$ cat src/shared/jtsm_defines.svh
// Constants of the transport-layer sample mapper
// Functional notes
// RL1 - Mode 1: two samples per channel, six lanes
// RL2 - Mode 1: lane 2 split, lanes 3-5 repeat
// RL3 - Mode 6 uses mode 1 placement
// RL4 - Mode 2: one octet, channel per lane
// RL5 - Mode 3: four 10-bit samples per lane
// RL6 - Mode 4: one sample per channel, three lanes
// RL7 - Mode 5: two channels per two-octet lane
// RL8 - Mode 7: one octet, channel per lane
// RL9 - Mode 8: two 12-bit samples per lane
// RL10 - Mode 9: even/odd lane pair per channel
// RL11 - Mode 10: even/odd sample lanes, 10-bit
// RL12 - Mode 11: two channels, four lanes each
// RL13 - Mode 11: lane k samples k+4n, tail nibble
// RL14 - Tail bits zero, samples MSB first
// RL15 - Lowest lanes used, upper lanes powered down
// RL16 - Receiver connects to lowest indexed lanes
// RL17 - Receiver inverts placement to rebuild streams
// RL18 - Undefined link modes rejected, nothing emitted
`ifndef JTSM_DEFINES_SVH
`define JTSM_DEFINES_SVH

`define JTSM_NUM_CH 4
`define JTSM_NUM_SMP 20
`define JTSM_SMP_W 12
`define JTSM_NUM_LANES 8
`define JTSM_LANE_W 64
`define JTSM_MODE_W 4
`define JTSM_BUF_DEPTH 2
`define JTSM_TAIL_W 4

`define JTSM_MODE_1 4'h1
`define JTSM_MODE_2 4'h2
`define JTSM_MODE_3 4'h3
`define JTSM_MODE_4 4'h4
`define JTSM_MODE_5 4'h5
`define JTSM_MODE_6 4'h6
`define JTSM_MODE_7 4'h7
`define JTSM_MODE_8 4'h8
`define JTSM_MODE_9 4'h9
`define JTSM_MODE_10 4'ha
`define JTSM_MODE_11 4'hb

`define JTSM_LANES_2 4'h2
`define JTSM_LANES_3 4'h3
`define JTSM_LANES_4 4'h4
`define JTSM_LANES_6 4'h6
`define JTSM_LANES_8 4'h8

`define JTSM_OCT_1 4'h1
`define JTSM_OCT_2 4'h2
`define JTSM_OCT_3 4'h3
`define JTSM_OCT_5 4'h5
`define JTSM_OCT_8 4'h8

`endif

$ cat src/shared/jtsm_pkg.sv
// Types of the transport-layer sample mapper
`include "jtsm_defines.svh"

package jtsm_pkg;

  typedef logic [`JTSM_SMP_W-1:0] jtsm_smp_t;

  typedef struct packed {
    logic [`JTSM_NUM_CH-1:0][`JTSM_NUM_SMP-1:0][`JTSM_SMP_W-1:0] smp;
  } jtsm_in_t;

  typedef struct packed {
    logic [`JTSM_NUM_LANES-1:0][`JTSM_LANE_W-1:0] lane;
    logic [`JTSM_NUM_LANES-1:0] lane_en;
    logic [3:0] octets;
  } jtsm_out_t;

endpackage

$ cat src/core/jtsm_mapper.sv
// Sample-to-lane mapper with two-entry output buffer
`timescale 1ns/10ps
`include "jtsm_defines.svh"

module jtsm_mapper (
  // Clock and reset
  input wire logic ref_clk,
  input wire logic resetn,
  // Mode control
  input wire logic [`JTSM_MODE_W-1:0] link_mode_select,
  output logic mode_err,
  output logic [`JTSM_NUM_LANES-1:0] lane_pwr_en,
  // Sample frames in
  input wire logic in_valid,
  output logic in_ready,
  input wire jtsm_pkg::jtsm_in_t in_data,
  // Lane frames out
  output logic out_valid,
  input wire logic out_ready,
  output jtsm_pkg::jtsm_out_t out_data
);

  ////////////////////////////////////////////////////////////////////////
  // Mode tables

  function automatic logic mode_ok(input logic [`JTSM_MODE_W-1:0] m);
    mode_ok = (m >= `JTSM_MODE_1) && (m <= `JTSM_MODE_11); // [RL18]
  endfunction

  function automatic logic [3:0] lane_cnt(input logic [`JTSM_MODE_W-1:0] m);
    unique case (m)
      `JTSM_MODE_1, `JTSM_MODE_6: lane_cnt = `JTSM_LANES_6;
      `JTSM_MODE_2, `JTSM_MODE_3, `JTSM_MODE_7, `JTSM_MODE_8: lane_cnt = `JTSM_LANES_4;
      `JTSM_MODE_4: lane_cnt = `JTSM_LANES_3;
      `JTSM_MODE_5: lane_cnt = `JTSM_LANES_2;
      `JTSM_MODE_9, `JTSM_MODE_10, `JTSM_MODE_11: lane_cnt = `JTSM_LANES_8;
      default: lane_cnt = 4'h0;
    endcase
  endfunction

  function automatic logic [3:0] oct_cnt(input logic [`JTSM_MODE_W-1:0] m);
    unique case (m)
      `JTSM_MODE_1, `JTSM_MODE_4, `JTSM_MODE_5, `JTSM_MODE_6: oct_cnt = `JTSM_OCT_2;
      `JTSM_MODE_2, `JTSM_MODE_7, `JTSM_MODE_9: oct_cnt = `JTSM_OCT_1;
      `JTSM_MODE_3, `JTSM_MODE_10: oct_cnt = `JTSM_OCT_5;
      `JTSM_MODE_8: oct_cnt = `JTSM_OCT_3;
      `JTSM_MODE_11: oct_cnt = `JTSM_OCT_8;
      default: oct_cnt = 4'h0;
    endcase
  endfunction

  ////////////////////////////////////////////////////////////////////////
  // Placement of one lane; frames are left-justified, MSB sent first

  function automatic logic [`JTSM_LANE_W-1:0] map_lane(
    input logic [`JTSM_MODE_W-1:0] m,
    input int l,
    input jtsm_pkg::jtsm_in_t d
  );
    logic [`JTSM_LANE_W-1:0] w;
    int c;
    int k;
    // Unused positions and tail stay zero [RL14]
    w = '0;
    c = 0;
    k = 0;
    unique case (m)
      `JTSM_MODE_1, `JTSM_MODE_6: begin // [RL3]
        if (l < 6) begin
          c = 2 * (l / 3);
          k = l % 3;
          if (k == 0) begin
            w[63:48] = {d.smp[c][0], d.smp[c][1][11:8]}; // [RL1]
          end else if (k == 1) begin
            w[63:48] = {d.smp[c][1][7:0], d.smp[c+1][0][11:4]}; // [RL1]
          end else begin
            w[63:48] = {d.smp[c+1][0][3:0], d.smp[c+1][1]}; // [RL2]
          end
        end
      end
      `JTSM_MODE_2, `JTSM_MODE_7: begin
        if (l < 4) begin
          w[63:56] = d.smp[l][0][7:0]; // [RL4] [RL8]
        end
      end
      `JTSM_MODE_3: begin
        if (l < 4) begin
          w[63:24] = {d.smp[l][0][9:0], d.smp[l][1][9:0],
                      d.smp[l][2][9:0], d.smp[l][3][9:0]}; // [RL5]
        end
      end
      `JTSM_MODE_4: begin
        if (l == 0) begin
          w[63:48] = {d.smp[0][0], d.smp[1][0][11:8]}; // [RL6]
        end else if (l == 1) begin
          w[63:48] = {d.smp[1][0][7:0], d.smp[2][0][11:4]}; // [RL6]
        end else if (l == 2) begin
          w[63:48] = {d.smp[2][0][3:0], d.smp[3][0]}; // [RL6]
        end
      end
      `JTSM_MODE_5: begin
        if (l < 2) begin
          w[63:48] = {d.smp[2*l][0][7:0], d.smp[2*l+1][0][7:0]}; // [RL7]
        end
      end
      `JTSM_MODE_8: begin
        if (l < 4) begin
          w[63:40] = {d.smp[l][0], d.smp[l][1]}; // [RL9]
        end
      end
      `JTSM_MODE_9: begin
        w[63:56] = d.smp[l/2][l%2][7:0]; // [RL10]
      end
      `JTSM_MODE_10: begin
        c = l / 2;
        k = l % 2;
        w[63:24] = {d.smp[c][k][9:0], d.smp[c][k+2][9:0],
                    d.smp[c][k+4][9:0], d.smp[c][k+6][9:0]}; // [RL11]
      end
      `JTSM_MODE_11: begin
        // Channels C and D are not carried in this mode [RL12]
        c = l / 4;
        k = l % 4;
        w[63:4] = {d.smp[c][k], d.smp[c][k+4], d.smp[c][k+8],
                   d.smp[c][k+12], d.smp[c][k+16]}; // [RL13]
      end
      default: w = '0; // [RL18]
    endcase
    map_lane = w;
  endfunction

  ////////////////////////////////////////////////////////////////////////
  // Mapping and lane enables

  jtsm_pkg::jtsm_out_t mapped;

  for (genvar gl = 0; gl < `JTSM_NUM_LANES; gl++) begin : g_lane
    always_comb begin
      mapped.lane[gl] = map_lane(link_mode_select, gl, in_data);
      mapped.lane_en[gl] = (4'(gl) < lane_cnt(link_mode_select)); // [RL15]
    end
  end

  always_comb begin
    mapped.octets = oct_cnt(link_mode_select);
  end

  ////////////////////////////////////////////////////////////////////////
  // Mode status; upper lanes powered down, bad modes keep last good set

  logic [`JTSM_NUM_LANES-1:0] pwr_en_q, pwr_en_d;
  logic mode_err_q, mode_err_d;

  always_comb begin
    mode_err_d = !mode_ok(link_mode_select); // [RL18]
    pwr_en_d = pwr_en_q;
    if (mode_ok(link_mode_select)) begin
      pwr_en_d = mapped.lane_en; // [RL15]
    end
  end

  always_ff @(posedge ref_clk or negedge resetn) begin
    if (!resetn) begin
      pwr_en_q <= '0;
      mode_err_q <= 1'b0;
    end else begin
      pwr_en_q <= pwr_en_d;
      mode_err_q <= mode_err_d;
    end
  end

  assign lane_pwr_en = pwr_en_q;
  assign mode_err = mode_err_q;

  ////////////////////////////////////////////////////////////////////////
  // Two-entry buffer; a receiver stall backs up to in_ready, no loss

  jtsm_pkg::jtsm_out_t [`JTSM_BUF_DEPTH-1:0] mem_q, mem_d;
  logic wr_ptr_q, wr_ptr_d, rd_ptr_q, rd_ptr_d;
  logic [1:0] cnt_q, cnt_d;
  logic push, pop;

  assign in_ready = (cnt_q != 2'(`JTSM_BUF_DEPTH));
  assign out_valid = (cnt_q != 2'h0);
  assign out_data = mem_q[rd_ptr_q];

  always_comb begin
    // Frames under an undefined mode are taken and dropped [RL18]
    push = in_valid && in_ready && mode_ok(link_mode_select);
    pop = out_valid && out_ready;
    mem_d = mem_q;
    wr_ptr_d = wr_ptr_q;
    rd_ptr_d = rd_ptr_q;
    cnt_d = cnt_q;
    if (push) begin
      mem_d[wr_ptr_q] = mapped;
      wr_ptr_d = !wr_ptr_q;
    end
    if (pop) begin
      rd_ptr_d = !rd_ptr_q;
    end
    if (push && !pop) begin
      cnt_d = cnt_q + 2'h1;
    end else if (pop && !push) begin
      cnt_d = cnt_q - 2'h1;
    end
  end

  always_ff @(posedge ref_clk or negedge resetn) begin
    if (!resetn) begin
      mem_q <= '0;
      wr_ptr_q <= 1'b0;
      rd_ptr_q <= 1'b0;
      cnt_q <= 2'h0;
    end else begin
      mem_q <= mem_d;
      wr_ptr_q <= wr_ptr_d;
      rd_ptr_q <= rd_ptr_d;
      cnt_q <= cnt_d;
    end
  end

endmodule

$ cat config.mk
export PLATFORM = sky130hd
export DESIGN_NAME = jtsm_mapper
export DESIGN_NICKNAME = d
export VERILOG_FILES = /design/src/shared/jtsm_pkg.sv /design/src/core/jtsm_mapper.sv
export VERILOG_INCLUDE_DIRS = /design/src /design/src/shared
export SDC_FILE = /design/constraint.sdc
export NUM_CORES = 2
export LEC_CHECK = 0
export ABC_AREA = 1
export BUFFER_PORTS_ARGS = -buffer_cell sky130_fd_sc_hd__buf_2
export CAP_MARGIN = 25
export CORE_AREA = 2 2 582 584
export CTS_CLUSTER_SIZE = 40
export DETAILED_ROUTE_END_ITERATION = 10
export DIE_AREA = 0 0 584 586
export GPL_TIMING_DRIVEN = 0
export PLACE_DENSITY = 0.3
export SLEW_MARGIN = 20
export SYNTH_ARGS = -nofsm -noshare
export SYNTH_HDL_FRONTEND = slang
export SYNTH_SLANG_ARGS = --single-unit
$ cat constraint.sdc
create_clock -name ref_clk -period 1.9 [get_ports ref_clk]
set_clock_uncertainty 0.1 [all_clocks]
set_input_delay 0.095 -clock ref_clk [delete_from_list [all_inputs] [get_ports ref_clk]]
set_output_delay 0.095 -clock ref_clk [all_outputs]
set_load 0.01 [all_outputs]
Word-level counts from Yosys, hierarchy flattened
Memory sizes are Yosys's and may differ from the RTL's.
Cells that the tools add are included.
- word-level logic and storage cells: 124
- output and inout bits: 535
- bits of input ports: 968
- bits in read-only memories: 576
- memories kept: 9
- bits in registers: 1061
- eq/ne operators: 12
- muxes and demuxes: 41
- order comparisons: 13
- reduce and logical (&&, ||, !) cells: 22
- add/sub/neg operators: 2
- memory list (name ; words ; width ; read ports ; clocked after memory_dff ; write ports ; line ; RTL):
    (no name shown) ; 16 ; 4 ; 1 ; 0 ; 0 ; jtsm_mapper.sv:42 ; unique case (m)
    (no name shown) ; 16 ; 4 ; 1 ; 0 ; 0 ; jtsm_mapper.sv:31 ; unique case (m)
    (no name shown) ; 16 ; 4 ; 1 ; 0 ; 0 ; jtsm_mapper.sv:31 ;
    (no name shown) ; 16 ; 4 ; 1 ; 0 ; 0 ; jtsm_mapper.sv:31 ;
    (no name shown) ; 16 ; 4 ; 1 ; 0 ; 0 ; jtsm_mapper.sv:31 ;
    (no name shown) ; 16 ; 4 ; 1 ; 0 ; 0 ; jtsm_mapper.sv:31 ;
    +3 memories ; n/a ; n/a ; n/a ; n/a ; n/a ; n/a ;
- operators by type and width (cell ; count):
    524-bit two-way mux ; 3
    1048-bit bitwise mux ; 1
    524-bit demux with 1-bit select ; 1
    16-bit one-hot mux with 3 select lines ; 4
    8-bit one-hot mux with 4 select lines ; 6
    8-bit one-hot mux with 7 select lines ; 3
    20-bit two-way mux ; 8
    32-bit one-hot mux with 2 select lines ; 2
    8-bit one-hot mux with 3 select lines ; 5
    24-bit one-hot mux with 2 select lines ; 2
    8-bit one-hot mux with 6 select lines ; 2
    8-bit one-hot mux with 8 select lines ; 1
    8-bit one-hot mux with 5 select lines ; 1
    4-bit by 3-bit == test with 1-bit output, second input constant ; 4
    4-bit == test, second input constant ; 4
    3-bit by 4-bit less-than comparator with 1-bit output, first input constant ; 4
    3-bit OR reduction ; 3
    4-bit by 2-bit == test with 1-bit output, second input constant ; 2
    1-bit by 4-bit less-than comparator with 1-bit output, first input constant ; 2
    2-bit by 4-bit less-than comparator with 1-bit output, first input constant ; 2
    1-bit logical AND ; 7
    2-bit OR reduction ; 3
    1-bit logical NOT ; 5
    5-bit OR reduction ; 1
    other kinds (11) ; 14

Longest topological paths before layout
- depth in word-level cells: 7
- depth in mapped cells: 12
- gate-level depth less buffers: 10

Least setup slack after synthesis
OpenSTA, ideal clock, no wires.
- path type: register to output
- start: reg rd_ptr_q
- end: out out_data[158] (netlist name)
- cell stages (with the launch flop): 7
- arrival: 1.554 ns
- path slack: 0.151 ns
- cells stage by stage: dfrtp_1 > buf_2 > clkbuf_1 > clkbuf_1 > buf_1 > nand2_1 > o21ai_0
- RTL lines (element ; line ; RTL):
    start, declared ; jtsm_mapper.sv:179 ; logic wr_ptr_q, wr_ptr_d, rd_ptr_q, rd_ptr_d;
    start signal, assigned ; jtsm_mapper.sv:218 ; rd_ptr_q <= rd_ptr_d;
    end, declared ; jtsm_mapper.sv:20 ; output jtsm_pkg::jtsm_out_t out_data

==> out/qor.yml <==
run_status:
  outcome: "complete, but fails checks"
  failed_checks: "negative hold slack, negative setup slack"
floorplan:
  dieArea_um2: 342000
  start_util: 0.153
  rows: 213
  die_w_um: 584
  die_h_um: 586
  boundaryPins: 1503
  core_region_area_um2: 336000
detailed_routing:
  drt_iter0_drc: 4605
  route.vias.total: 59467
  drt-total-wl_um: 415000
  wl_per_cell_um: 29.2
  via_per_inst: 4.19
  drtAntennaViolNets: 0
  drc: 0
  drt-pass1-iter-count: 8
logic_synthesis:
  ys_seq_area_frac: 0.487
  post_synth_num_cell_types: 31
  synth-xor-area-share: 0.000513
  syn_area_um2: 51200
  ys.warnings.count: 0
  synth_top_area_share: 0.487
  ys_seq_elements: 997
  syn_avg_cell_area_um2: 6.93
  yosys.area_share.simple: 0.319
  synth_area_leaders: "dfrtp_1, nand2_1, o21ai_0"
  synthAdderAreaFrac: 0.000244
  synth_top_family_by_area: "simple AND/OR/NAND/NOR gates"
  synth.largest_area_cell: "dfrtp_1"
  synth-compound-area-share: 0.102
  synth.area.mux_share: 0
  syn_inst: 7391
critical_path:
  cp_top_family: "buffers and inverters"
  arrival_ns: 2.63
  crit_start: "rd_ptr_q$_DFFE_PN0P_"
  crit_path_end_kind: "primary output"
  cp-start-kind: "register"
  cp_common_cell: "buf_12"
  crit_fanout: 6
  cp_data_required_time_ns: 1.70
  slowest_delay_ns: 0.46
  r2r-start: "cnt_q[0]$_DFFE_PN0P_"
  crit_buf_inv: 8
  critPathKind: "register to primary output"
  path_cells: "buf_12 > buf_6 > buf_12 > buf_12 > buf_12 > buf_12 > buf_12 > nand2_1 > nand2_1 > buf_2"
  cp_slowest_cell: "dfrtp_2"
placed_design:
  gp_congestion: 0.962
  io_buffers: 1158
  placed_area_um2: 63200
  hpwl_um: 331000
grt:
  antenna_found_initial: 224
  grt_first_pass_wirelength_um: 535000
  first_global_vias: 58355
  grt_overflow: 0
  groute.usage.overall: 0.232
  grt_max_degree: 118
clock_network:
  path_clk_slew_ns: 0.05
  cts_tree: "built"
  cts.sink_count: 997
  insertion_delay_ns: 0.85
  cts_buffers: 146
  clk_path_buf_depth: 4
  clock-root-buffer: "clkbuf_16"
  h-tree-depth: 4
sta:
  finalMaxSlewViolations: 0
  fin_tns_setup_ns: -592.03
  worstMarginPinSlew_ns: 1.08
  setup_slack_ns: -0.929
  fmax_mhz: 353
  fin_crit_ns: 2.83
  setup-violations-final: 1351
  rsz0062_at_grt: "yes"
  timing.final.crit_share: 1.49
  hold_ws_ns: -0.890
  hold_viol: 303
  slew_headroom: 0.276
cells_and_area:
  nets: 10538
  final_util: 0.244
  n_fill_cell: 37610
  area_growth_syn_to_layout_pct: 59.7
  stdcell_area_um2: 81800
  layout-drive-gt1-share: 0.227
power:
  leakagePower_nw: 41.5
  vdd_drop_max_v: 0.000630
  power.density_nw_per_um2: 1300
hold_path:
  hold_class: "primary input to asynchronous set/reset pin"
flow_run:
  max_cap_violations: 0
sequential cells by signal, indices dropped and copies added, names as in the netlist:
signal       flops
mode_err         1
lane_pwr_en      8
mem_q          984
rd_ptr_q         1
cnt_q            2
wr_ptr_q         1
where the power goes:
part / switching [mW] / internal (mW)
combinational: 31.6 / 17.9
sequential: 3.03 / 26.7
clock: 11.3 / 16.1
worst reg2reg max path, stage by stage (launching register included):
cell and delay [ns]:
dfrtp_1 0.38, nor2_2 0.12, inv_2 0.06, nand2_4 0.10
inv_4 0.06, nand2_4 0.12, buf_2 0.49, clkbuf_1 0.62
o21ai_0 0.17
repair_timing:
action	4_1_cts	5_1_grt
resized for setup	591	1182
endpoints found under the hold margin	1246	273
pin swaps	50	73
hold buffers	738	1
endpoints found under the setup margin	1699	1776
cloned	6	29
buffers inserted	6	39
per-stage QoR:
| stage | std cells | hold slack [ns] | worst slack (ns) | total power, mW |
|---|---|---|---|---|
| floorplan | 7422 | -0.301 | 0.151 | 44.4 |
| global placement | 12987 | 0.322 | -24.68 | 66.1 |
| detailed placement | 13010 | -0.0412 | -2.36 | 66.6 |
| CTS | 14007 | -0.944 | -1.04 | 101 |
| global route | 14130 | -0.894 | -0.991 | 113 |
| finish | 14181 | -0.890 | -0.929 | 107 |
placed cells by master (no fill, tap or decap), types with 44 or more instances in the layout:
cell type	instances
buf_4	134
o21ai_2	49
dlygate4sd3_1	739
clkbuf_8	44
nand3_1	56
o21ai_1	91
nor2_1	258
buf_6	210
diode_2	106
nand2_2	127
clkbuf_4	44
o211ai_1	61
o21ai_0	621
clkbuf_1	143
buf_12	63
clkbuf_16	192
nand2_4	129
inv_1	634
nand2_1	3679
buf_2	1036
dfrtp_1	996
metal layers:
| layer | global-route usage | share of wire | vias up |
|---|---|---|---|
| met5 | 0 | 0.00065 | - |
| met4 | 0.0911 | 0.046 | 40 |
| met3 | 0.0740 | 0.084 | 705 |
| met2 | 0.352 | 0.43 | 2335 |
| met1 | 0.304 | 0.44 | 29258 |
| li1 | - | - | 27129 |
cell usage after synthesis (all sizes together):
cell        n
nand2    3936
dfrtp     997
o21ai     782
inv       642
nor2      263
clkbuf    248
buf       238
o211ai     61
nand3      56
o22ai      42
nand4      37
o221ai     27
a21oi      26
a22oi      11
o2111ai    10
a21boi      4
nand3b      3
or2         2
xor2        2
conb        1
ha          1
o21bai      1
xnor2       1
area by class of cell:
class / instances / area [µm²] / share of cell area
sequential: 997 / 25000 / 0.305
clock inverter: 30 / 404 / 0.00494
antenna: 106 / 265 / 0.00324
multi-input combinational: 5297 / 23400 / 0.286
timing repair buffer: 2000 / 16400 / 0.200
inverter: 642 / 2440 / 0.0298
clock buffer: 217 / 4230 / 0.0517
buffer: 485 / 4220 / 0.0516
tap: 4407 / 5510 / 0.0674
logic make-up (layout without fill, tap and decap cells):
kind of cell,count (synthesis),after routing
xor+xnor,3,3
flops,997,997
other cells,1,138
fa+ha+maj,1,1
simple gates,4297,4297
compound gates,964,964
buf+inv,1128,3374
worst paths after layout:
check / to / slack (ns) / cells past startpoint
max: out_data[40] / -0.93 / 10
min: mem_q[425]$_DFFE_PN0P_ / -0.89 / 1
max reg2reg: mem_q[894]$_DFFE_PN0P_ / -0.51 / 8
min reg2reg: mem_q[5]$_DFFE_PN0P_ / 0.35 / 2
max in group asynchronous: mem_q[732]$_DFFE_PN0P_ / -0.44 / 6
min in group ref_clk: cnt_q[0]$_DFFE_PN0P_ / -0.12 / 7
(Power assumes the default switching activity.)
